===== config.mk =====
export PLATFORM = sky130hd
export DESIGN_NAME = scss_top
export DESIGN_NICKNAME = d
export VERILOG_FILES = /design/src/hw/scss_pkg.sv /design/src/hw/scss_bitclk.sv /design/src/hw/scss_top.sv
export SDC_FILE = /design/constraint.sdc
export NUM_CORES = 1
export LEC_CHECK = 0
export BUFFER_PORTS_ARGS = -buffer_cell sky130_fd_sc_hd__buf_2
export CAP_MARGIN = 0
export CORE_MARGIN = 2
export CORE_UTILIZATION = 39
export DETAILED_ROUTE_END_ITERATION = 16
export SYNTH_ARGS = -nofsm -noshare
export SYNTH_HDL_FRONTEND = slang
export SYNTH_HIERARCHICAL = 1
export SYNTH_SLANG_ARGS = --single-unit

===== constraint.sdc =====
create_clock -name MCLK -period 2.3 [get_ports MCLK]
set_input_delay 0 -clock MCLK [delete_from_list [all_inputs] [get_ports MCLK]]
set_output_delay 0 -clock MCLK [all_outputs]
set_load 0.05 [all_outputs]

===== src/hw/scss_pkg.sv =====
package scss_pkg;

  // Register indices on the plain register port
  localparam logic [3:0] SCS_REG_STATION = 4'h0;
  localparam logic [3:0] SCS_REG_PROTO   = 4'h1;
  localparam logic [3:0] SCS_REG_RATE    = 4'h2;
  localparam logic [3:0] SCS_REG_SOURCE  = 4'h3;
  localparam logic [3:0] SCS_REG_CWORD   = 4'h4;
  localparam logic [3:0] SCS_REG_STATUS  = 4'h5;

  // Protocol codes
  localparam logic [1:0] SCS_PROTO_NATIVE = 2'h0;
  localparam logic [1:0] SCS_PROTO_BLDG   = 2'h1;
  localparam logic [1:0] SCS_PROTO_RTU    = 2'h3;

  // Station address limits
  localparam logic [7:0] SCS_ADDR_NATIVE_MIN = 8'h00;
  localparam logic [7:0] SCS_ADDR_NATIVE_MAX = 8'hF7;
  localparam logic [7:0] SCS_ADDR_BLDG_MIN   = 8'h01;
  localparam logic [7:0] SCS_ADDR_BLDG_MAX   = 8'hFF;
  localparam logic [7:0] SCS_ADDR_RTU_MIN    = 8'h01;
  localparam logic [7:0] SCS_ADDR_RTU_MAX    = 8'hF7;

  // Reset values
  localparam logic [7:0] SCS_RST_STATION = 8'h01;
  localparam logic [1:0] SCS_RST_PROTO   = 2'h0;
  localparam logic [2:0] SCS_RST_RATE    = 3'h5;
  localparam logic [1:0] SCS_RST_SOURCE  = 2'h3;
  localparam logic [15:0] SCS_RST_CWORD  = 16'hFFFF;

  // Bit rate codes and their bits per second
  localparam logic [2:0] SCS_RATE_MAX_CODE = 3'h5;
  localparam int unsigned SCS_BPS_0 = 300;
  localparam int unsigned SCS_BPS_1 = 600;
  localparam int unsigned SCS_BPS_2 = 1200;
  localparam int unsigned SCS_BPS_3 = 2400;
  localparam int unsigned SCS_BPS_4 = 4800;
  localparam int unsigned SCS_BPS_5 = 9600;

  // Clock rate
  localparam int unsigned SCS_CLK_HZ = 250000000;
  localparam int unsigned SCS_DIV_W  = 20;

  // Control word bit positions
  localparam int unsigned SCS_CW_DCBRAKE = 2;
  localparam int unsigned SCS_CW_COAST   = 3;
  localparam int unsigned SCS_CW_QSTOP   = 4;
  localparam int unsigned SCS_CW_VALID   = 10;

  // Source selector field positions
  localparam int unsigned SCS_SRC_COAST_LSB   = 0;
  localparam int unsigned SCS_SRC_QSTOP_LSB   = 2;
  localparam int unsigned SCS_SRC_DCBRAKE_LSB = 4;

  // Command source modes
  typedef enum logic [1:0] {
    SCS_SRC_DIGITAL = 2'b00,
    SCS_SRC_SERIAL  = 2'b01,
    SCS_SRC_AND     = 2'b10,
    SCS_SRC_OR      = 2'b11
  } scss_src_t;

endpackage


===== src/hw/scss_bitclk.sv =====
module scss_bitclk
  import scss_pkg::*;
#(
  parameter int unsigned CLK_HZ = scss_pkg::SCS_CLK_HZ
) (
  input  wire logic       clk,
  input  wire logic       rst_n,
  input  wire logic [2:0] rate_code,
  output logic            bit_tick
);

  logic [SCS_DIV_W-1:0] cnt_ff;
  logic [SCS_DIV_W-1:0] nxt_cnt;
  logic [SCS_DIV_W-1:0] reload;

  // Cycles per bit less one, rounded down, never below one cycle
  function automatic logic [SCS_DIV_W-1:0] div_of(input int unsigned bps);
    int unsigned n;
    n = CLK_HZ / bps;
    if (n < 1) begin
      n = 1;
    end
    return SCS_DIV_W'(n - 1);
  endfunction

  always_comb begin
    case (rate_code)
      3'h0:    reload = div_of(SCS_BPS_0);
      3'h1:    reload = div_of(SCS_BPS_1);
      3'h2:    reload = div_of(SCS_BPS_2);
      3'h3:    reload = div_of(SCS_BPS_3);
      3'h4:    reload = div_of(SCS_BPS_4);
      default: reload = div_of(SCS_BPS_5);
    endcase
  end

  // Rate change takes hold at the next wrap, not mid bit
  always_comb begin
    if (cnt_ff == '0) begin
      nxt_cnt = reload;
    end else begin
      nxt_cnt = cnt_ff - SCS_DIV_W'(1);
    end
  end

  always_ff @(posedge clk or negedge rst_n) begin
    if (!rst_n) begin
      cnt_ff <= '0;
    end else begin
      cnt_ff <= nxt_cnt;
    end
  end

  assign bit_tick = (cnt_ff == '0);

endmodule // scss_bitclk


===== src/hw/scss_top.sv =====
module scss_top
  import scss_pkg::*;
#(
  parameter int unsigned CLK_HZ = scss_pkg::SCS_CLK_HZ
) (
  input  wire logic        MCLK,
  input  wire logic        RESETN,
  input  wire logic [3:0]  REG_ADDR,
  input  wire logic [15:0] REG_WDATA,
  input  wire logic        REG_WR,
  input  wire logic        REG_RD,
  input  wire logic        REG_LOCAL,
  output logic      [15:0] REG_RDATA,
  input  wire logic [15:0] SER_CWORD,
  input  wire logic        SER_CWORD_STB,
  input  wire logic        DI_COAST_N,
  input  wire logic        DI_QSTOP_N,
  input  wire logic        DI_DCBRAKE_N,
  output logic             COAST_REQ,
  output logic             QSTOP_REQ,
  output logic             DCBRAKE_REQ,
  output logic             BIT_TICK,
  output logic      [7:0]  STATION_ADDR,
  output logic      [2:0]  RATE_CODE
);

  ////////////////////////////////////////////////////////////////////////////
  logic [7:0]  station_ff;
  logic [1:0]  proto_ff;
  logic [2:0]  rate_ff;
  logic [5:0]  source_ff;
  logic [15:0] cword_ff;
  logic        refused_ff;
  logic        coast_ff;
  logic        qstop_ff;
  logic        dcbrake_ff;
  logic [15:0] rdata_ff;
  logic [15:0] nxt_rdata;
  logic        wr_station;
  logic        wr_proto;
  logic        wr_rate;
  logic        wr_source;
  logic        addr_ok;
  logic        proto_ok;
  logic        refuse_now;
  logic        rd_status;
  logic        station_data_ok;
  logic        rate_data_ok;
  logic [7:0]  nxt_station;
  logic [1:0]  nxt_proto;
  logic [2:0]  nxt_rate;
  logic [5:0]  nxt_source;
  logic        nxt_refused;
  logic [15:0] nxt_cword;
  logic        nxt_coast;
  logic        nxt_qstop;
  logic        nxt_dcbrake;

  // True when the address fits the range of the given protocol
  function automatic logic addr_in_range(input logic [1:0] proto,
                                         input logic [7:0] a);
    logic ok;
    ok = 1'b0;
    case (proto)
      SCS_PROTO_NATIVE: ok = (a >= SCS_ADDR_NATIVE_MIN) &&
                             (a <= SCS_ADDR_NATIVE_MAX);
      SCS_PROTO_BLDG:   ok = (a >= SCS_ADDR_BLDG_MIN) &&
                             (a <= SCS_ADDR_BLDG_MAX);
      SCS_PROTO_RTU:    ok = (a >= SCS_ADDR_RTU_MIN) &&
                             (a <= SCS_ADDR_RTU_MAX);
      default:          ok = 1'b0;
    endcase
    return ok;
  endfunction

  // Run level of one command; both sources are active low
  function automatic logic run_level(input logic [1:0] src,
                                     input logic di, input logic ser);
    logic run;
    run = 1'b0;
    case (scss_src_t'(src))
      SCS_SRC_DIGITAL: run = di;
      SCS_SRC_SERIAL:  run = ser;
      SCS_SRC_AND:     run = di | ser;
      SCS_SRC_OR:      run = di & ser;
      default:         run = 1'b0;
    endcase
    return run;
  endfunction

  ////////////////////////////////////////////////////////////////////////////
  // Write decode; station, protocol and rate only from the local unit
  assign wr_station = REG_WR && (REG_ADDR == SCS_REG_STATION) && REG_LOCAL;
  assign wr_proto   = REG_WR && (REG_ADDR == SCS_REG_PROTO) && REG_LOCAL;
  assign wr_rate    = REG_WR && (REG_ADDR == SCS_REG_RATE) && REG_LOCAL;
  assign wr_source  = REG_WR && (REG_ADDR == SCS_REG_SOURCE);
  assign addr_ok    = addr_in_range(proto_ff, REG_WDATA[7:0]);
  assign proto_ok   = addr_in_range(REG_WDATA[1:0], station_ff) &&
                      (REG_WDATA[15:2] == '0);
  assign refuse_now = REG_WR && !REG_LOCAL &&
                      ((REG_ADDR == SCS_REG_STATION) ||
                       (REG_ADDR == SCS_REG_PROTO) ||
                       (REG_ADDR == SCS_REG_RATE));

  // Bad values are dropped whole, never clipped into range
  assign station_data_ok = addr_ok && (REG_WDATA[15:8] == '0);

  always_comb begin
    nxt_station = station_ff;
    if (wr_station && station_data_ok) begin
      nxt_station = REG_WDATA[7:0];
    end
  end

  always_ff @(posedge MCLK or negedge RESETN) begin
    if (!RESETN) begin
      station_ff <= SCS_RST_STATION;
    end else begin
      station_ff <= nxt_station;
    end
  end

  // Protocol change refused if current address would fall out of range
  always_comb begin
    nxt_proto = proto_ff;
    if (wr_proto && proto_ok) begin
      nxt_proto = REG_WDATA[1:0];
    end
  end

  always_ff @(posedge MCLK or negedge RESETN) begin
    if (!RESETN) begin
      proto_ff <= SCS_RST_PROTO;
    end else begin
      proto_ff <= nxt_proto;
    end
  end

  assign rate_data_ok = (REG_WDATA[15:3] == '0) &&
                        (REG_WDATA[2:0] <= SCS_RATE_MAX_CODE);

  always_comb begin
    nxt_rate = rate_ff;
    if (wr_rate && rate_data_ok) begin
      nxt_rate = REG_WDATA[2:0];
    end
  end

  always_ff @(posedge MCLK or negedge RESETN) begin
    if (!RESETN) begin
      rate_ff <= SCS_RST_RATE;
    end else begin
      rate_ff <= nxt_rate;
    end
  end

  // Either side may pick the command sources
  always_comb begin
    nxt_source = source_ff;
    if (wr_source) begin
      nxt_source = REG_WDATA[5:0];
    end
  end

  always_ff @(posedge MCLK or negedge RESETN) begin
    if (!RESETN) begin
      source_ff <= {SCS_RST_SOURCE, SCS_RST_SOURCE, SCS_RST_SOURCE};
    end else begin
      source_ff <= nxt_source;
    end
  end

  // Sticky refusal flag; a new refusal wins over the clear
  assign rd_status = REG_RD && (REG_ADDR == SCS_REG_STATUS);

  always_comb begin
    nxt_refused = refused_ff;
    if (refuse_now) begin
      nxt_refused = 1'b1;
    end else if (rd_status) begin
      nxt_refused = 1'b0;
    end
  end

  always_ff @(posedge MCLK or negedge RESETN) begin
    if (!RESETN) begin
      refused_ff <= 1'b0;
    end else begin
      refused_ff <= nxt_refused;
    end
  end

  ////////////////////////////////////////////////////////////////////////////
  // Only words marked valid replace the held control word
  always_comb begin
    nxt_cword = cword_ff;
    if (SER_CWORD_STB && SER_CWORD[SCS_CW_VALID]) begin
      nxt_cword = SER_CWORD;
    end
  end

  always_ff @(posedge MCLK or negedge RESETN) begin
    if (!RESETN) begin
      cword_ff <= SCS_RST_CWORD;
    end else begin
      cword_ff <= nxt_cword;
    end
  end

  // Registered so the drive never sees a mode-switch glitch
  always_comb begin
    nxt_coast   = !run_level(source_ff[SCS_SRC_COAST_LSB +: 2],
                             DI_COAST_N,
                             cword_ff[SCS_CW_COAST]);
    nxt_qstop   = !run_level(source_ff[SCS_SRC_QSTOP_LSB +: 2],
                             DI_QSTOP_N,
                             cword_ff[SCS_CW_QSTOP]);
    nxt_dcbrake = !run_level(source_ff[SCS_SRC_DCBRAKE_LSB +: 2],
                             DI_DCBRAKE_N,
                             cword_ff[SCS_CW_DCBRAKE]);
  end

  always_ff @(posedge MCLK or negedge RESETN) begin
    if (!RESETN) begin
      coast_ff <= 1'b0;
    end else begin
      coast_ff <= nxt_coast;
    end
  end

  always_ff @(posedge MCLK or negedge RESETN) begin
    if (!RESETN) begin
      qstop_ff <= 1'b0;
    end else begin
      qstop_ff <= nxt_qstop;
    end
  end

  always_ff @(posedge MCLK or negedge RESETN) begin
    if (!RESETN) begin
      dcbrake_ff <= 1'b0;
    end else begin
      dcbrake_ff <= nxt_dcbrake;
    end
  end

  ////////////////////////////////////////////////////////////////////////////
  // Read mux; unmapped indices read zero
  always_comb begin
    nxt_rdata = '0;
    case (REG_ADDR)
      SCS_REG_STATION: nxt_rdata = {8'h00, station_ff};
      SCS_REG_PROTO:   nxt_rdata = {14'h0000, proto_ff};
      SCS_REG_RATE:    nxt_rdata = {13'h0000, rate_ff};
      SCS_REG_SOURCE:  nxt_rdata = {10'h000, source_ff};
      SCS_REG_CWORD:   nxt_rdata = cword_ff;
      SCS_REG_STATUS:  nxt_rdata = {12'h000, refused_ff, dcbrake_ff,
                                    qstop_ff, coast_ff};
      default:         nxt_rdata = '0;
    endcase
  end

  // Data stand in each cycle after one with REG_RD high, zero otherwise
  always_ff @(posedge MCLK or negedge RESETN) begin
    if (!RESETN) begin
      rdata_ff <= '0;
    end else if (REG_RD) begin
      rdata_ff <= nxt_rdata;
    end else begin
      rdata_ff <= '0;
    end
  end

  ////////////////////////////////////////////////////////////////////////////
  scss_bitclk #(
    .CLK_HZ (CLK_HZ)
  ) u_bitclk (
    .clk       (MCLK),
    .rst_n     (RESETN),
    .rate_code (rate_ff),
    .bit_tick  (BIT_TICK)
  );

  assign REG_RDATA    = rdata_ff;
  assign COAST_REQ    = coast_ff;
  assign QSTOP_REQ    = qstop_ff;
  assign DCBRAKE_REQ  = dcbrake_ff;
  assign STATION_ADDR = station_ff;
  // Exposed so the link master can be set to the same rate
  assign RATE_CODE    = rate_ff;

endmodule // scss_top


## Word level (Yosys, flattened, before mapping)

Index checks and enable logic that the tools add are counted.

| cells by class | value |
|---|---|
| eq/ne operators | 22 |
| reductions and logical operators | 41 |
| $add $sub $neg | 1 |
| order comparisons | 9 |
| bitwise logic cells | 6 |
| mux-type cells | 11 |

Operator list:

| operator | count |
|---|---|
| $pmux W20 S5 | 1 |
| $pmux W16 S6 | 1 |
| $ge A8 B1 Y1 const B | 4 |
| $le A8 B8 Y1 const B | 4 |
| $logic_and A1 B1 Y1 | 23 |
| $logic_not A20 Y1 | 1 |
| $mux W20 | 1 |
| $sub A20 B1 Y20 const B | 1 |
| $eq A2 B2 Y1 const B | 8 |
| $mux W16 | 1 |
| $logic_not A14 Y1 | 1 |
| $logic_not A13 Y1 | 1 |
| $pmux W1 S4 | 3 |
| $eq A2 B1 Y1 const B | 5 |
| $logic_not A2 Y1 | 5 |
| $eq A4 B2 Y1 const B | 2 |
| $eq A4 B3 Y1 const B | 2 |
| $logic_not A8 Y1 | 1 |
| $eq A3 B2 Y1 const B | 2 |
| $pmux W1 S3 | 2 |
| $eq A4 B1 Y1 const B | 1 |
| $logic_not A1 Y1 | 4 |
| $logic_not A4 Y1 | 1 |
| $and A1 B1 Y1 | 3 |
| other kinds (8) | 12 |

| storage, ports and cells | value |
|---|---|
| logic and storage cells | 101 |
| bits in registers | 75 |

## Longest topological paths before layout

| logic depth | value |
|---|---|
| word-level depth | 5 |
| gate-level depth with buffers | 9 |
| mapped depth without buffers | 7 |

## Modules after synthesis

Netlist, hierarchy kept.

Modules (own cells, without submodules):

| module | area each (um^2) | sequential area each (um^2) | cells an instance | instances |
|---|---|---|---|---|
| scss_top | 2447.3 | 1407.6 | 189 | 1 |
| scss_bitclk | 1278.7 | 500.5 | 138 | 1 |

## Least setup slack after synthesis

Ideal clock, no wire load.

| path | value |
|---|---|
| path type | register -> register |
| from | register u_bitclk.cnt_ff[0] |
| to | register u_bitclk.cnt_ff[3] |
| arrival time | 1.770 ns |
| required time | 2.175 ns |
| clock period less this slack | 1.895 ns |
| library setup time | 0.125 ns |
| buffers on the path | 1 |
| path slack | 0.405 ns |
| cell stages (with the launch flop) | 8 |
| cell sequence | dfrtp_1 inv_1 ha_1 or3b_1 nor2_2 and4bb_1 buf_6 mux2_2 |

| on the way | value |
|---|---|
| longest elaborated chain between the ends | 2 |
| elaborated cells between the ends (all ways) | 3 |
| classes of those cells | add/sub (1); mux (1); reduce/logical (1) |

Ends and longest elaborated chain:

| element | RTL line | text |
|---|---|---|
| from (decl) | scss_bitclk.sv:12 | `logic [SCS_DIV_W-1:0] cnt_ff;` |
| from (signal assigned) | scss_bitclk.sv:50 | `cnt_ff <= nxt_cnt;` |
| $sub A20 B1 Y20 / $logic_not A20 Y1 (equally long branches) | scss_bitclk.sv:42, scss_bitclk.sv:39 |  |
| $mux W20 (*) | scss_bitclk.sv:39 | `if (cnt_ff == '0) begin` |
| net u_bitclk.nxt_cnt[3] | scss_bitclk.sv:13 | `logic [SCS_DIV_W-1:0] nxt_cnt;` |

Mark *: on every way through the listed nets, which the timed path passes. The rest lies on a longest branch.
A chain may end at the register's enable or synchronous reset.

## Final worst setup path

| path | value |
|---|---|
| from | register u_bitclk.cnt_ff[4] |
| to | output BIT_TICK |

| on the way | value |
|---|---|
| longest elaborated chain between the ends | 1 |

Ends and longest elaborated chain:

| element | RTL line | text |
|---|---|---|
| $logic_not A20 Y1 | scss_bitclk.sv:54 | `assign bit_tick = (cnt_ff == '0);` |
| to (decl) | scss_top.sv:22 | `output logic BIT_TICK,` |

No other way between the ends.

==> results.toml <==
[die]
die_w_um = 102
die-area_um2 = 10400
num_rows = 35
core_um2 = 9240
die_y_um = 102
ios = 76
initial_core_util = 0.403

[yosys]
yosys.cell_count.top_type = "dfrtp_1"
synth_flop_cell = "dfrtp_1"
ys_top_cells_by_area = "dfrtp_1, dfstp_2, mux2_2"
yosysTopAreaCell = "dfrtp_1"
synth_commonest_cells = "dfrtp_1, mux2_2, dfstp_2"
ys_seq_area_frac = 0.512
ys_warn_count = 6
synthArstFlopShare = 1.00
synth_edf_count = 0
synth_nets = 374
netlist.area_leader.share = 0.336
synth_cells = 327
synth_area_per_cell_um2 = 11.4
ys_types = 54
syn_area_um2 = 3730
ys_ff_latch = 75

[clock_tree]
clockBufferDepth = 2
clk_pin_slew_ns = 0.08
htree_levels = 3
cts_tree = "yes"
root_buffer = "clkbuf_8"
post_cts_buffers = 0
cts_inserted_buffers = 9
clkSinkCount = 75
clkLatencyLatePin_ns = 0.35

[global_route]
gr-total-overflow = 0
grt_pass1_vias = 2868
grt_antenna_before_repair = 0
grt_pass1_wl_um = 14200
grt_use_total = 0.180
grt_max_degree = 76

[placement]
hpwl_um = 6220
post-place-ws_ns = 0.274
gp_congestion = 0.839
io_buffers = 75

[sta]
fin_crit_sh = 0.937
fmax_mhz = 464
finalMaxSlewViolations = 0
hold_violations = 0
slew_headroom = 0.363
setup_viol = 0
worstMarginPinSlew_ns = 0.956
fin_skew_ns = 0.0107
setup_tns_ns = 0
rsz0062_at_grt = "no"
setup_slack_ns = 0.146
fin_crit_ns = 2.15

[cells_and_area]
drive_above_1_share = 0.385
syn_to_final_growth_pct = 27.9
nFillCells = 862
final_nets = 485
antennaDiodeCount = 0

[detailed_routing]
routed_wl_um = 8990
firstDrtPassIters = 6
drt_iter0_markers = 128
wl_met2_um = 4150
vias_per_cell = 5.25
drt-met1-wl_um = 4230
vias = 2996
highest_layer = "met4"
drc = 0
wl_per_cell_um = 15.7
postRouteAntennaNets = 0
wl_met3_um = 433

[power]
p_per_area_nw_per_um2 = 627
ir_worst_vdd_mv = 0.314
p_leak_uw = 0.00212

[critical_path]
cp_max_fo = 8
reg2reg_setup_slack_ns = 0.24
arrival_ns = 2.15
critPathKind = "register to primary output"
required_ns = 2.30
end_kind = "primary output"
cp-start-kind = "register"

[run]
maxCapViolations = 0

[outcome]
status = "complete, no violations"

[hold_path]
hp-class = "input port to register"
[logic make-up after synthesis]
logic type	share of synthesized area
DFF	0.512
buffers and inverters	0.0299
muxes	0.125
AOI/OAI and AO/OA	0.100
adders and majority gates	0.00671
xor gates and xnor gates	0.0353
and+or+nand+nor	0.191
[worst paths after layout]
path | startpoint | end | depth (start not counted)
setup / recovery | u_bitclk/cnt_ff[4] | BIT_TICK | 5
hold / removal | REG_LOCAL | refused_ff | 4
setup reg to reg | u_bitclk/cnt_ff[0] | u_bitclk/cnt_ff[11] | 8
hold reg to reg | cword_ff[10] | cword_ff[10] | 1
max in group asynchronous | RESETN | u_bitclk/cnt_ff[6] | 2
min in group asynchronous | RESETN | u_bitclk/cnt_ff[18] | 2
[final cells by class]
type | instances | area [um^2] | area share
timing repair buffer | 111 | 723 | 0.152
sequential | 75 | 1910 | 0.400
tap | 129 | 161 | 0.0339
clock buffer | 9 | 124 | 0.0260
inverter | 10 | 37.5 | 0.00788
clock inverter | 6 | 91.3 | 0.0192
multi-input combinational | 231 | 1720 | 0.361
[where the power goes]
part | switching, uW | total, uW | internal, uW
logic | 196 | 364 | 168
registers | 63.1 | 1510 | 1450
clock network | 504 | 1110 | 608
[registers in the layout, indices dropped and copies added (netlist names)]
signal / cells
u_bitclk/cnt_ff: 20
REG_RDATA: 16
cword_ff: 16
STATION_ADDR: 8
source_ff: 6
RATE_CODE: 3
proto_ff: 2
COAST_REQ: 1
DCBRAKE_REQ: 1
QSTOP_REQ: 1
refused_ff: 1
[metal layers]
| metal | vias up | GRT usage |
|---|---|---|
| met5 | - | 0 |
| met4 | 0 | 0.0696 |
| met3 | 13 | 0.0386 |
| met2 | 87 | 0.273 |
| met1 | 1481 | 0.252 |
| li1 | 1415 | - |
[timing repair]
item / 4_1_cts / 5_1_grt
hold buffers: 30 / 0
setup endpoints to repair: 0 / 1
resized for setup: 0 / 1
hold endpoints to repair: 95 / 0
[stage by stage]
stage / total power (uW) / instances / hold WS (ns) / util / instance area [um^2]
2_1_floorplan: 1720 / 327 / -0.296 / - / 3730
3_3_place_gp: 1850 / 526 / 0.209 / 0.459 / 4240
3_5_place_dp: 1870 / 526 / 0.220 / 0.459 / 4240
4_1_cts: 3030 / 571 / 0.0305 / 0.515 / 4760
5_1_grt: 3120 / 571 / 0.0567 / 0.516 / 4760
6_report: 2990 / 571 / 0.0367 / 0.516 / 4760
[critical path: stages, from the launching register on]
cell	delay [ns]
dfrtp_1	0.44
nor3_4	0.36
nand2_2	0.21
nor3_4	0.34
and3_1	0.20
buf_2	0.25
[layout by cell type (no fill, tap or decap), drive strengths merged, types with 7 or more instances in the layout]
master        n
buf          81
dfrtp        50
mux2         37
dlygate4sd3  30
dfstp        25
nor2         24
nand2        20
a21oi        14
and3         11
a31oi        11
xnor2        11
nor3         11
inv          10
nor2b         9
clkbuf        9
nand3         7
o21ai         7
nor4          7
Power figures use the tool's default switching activity.
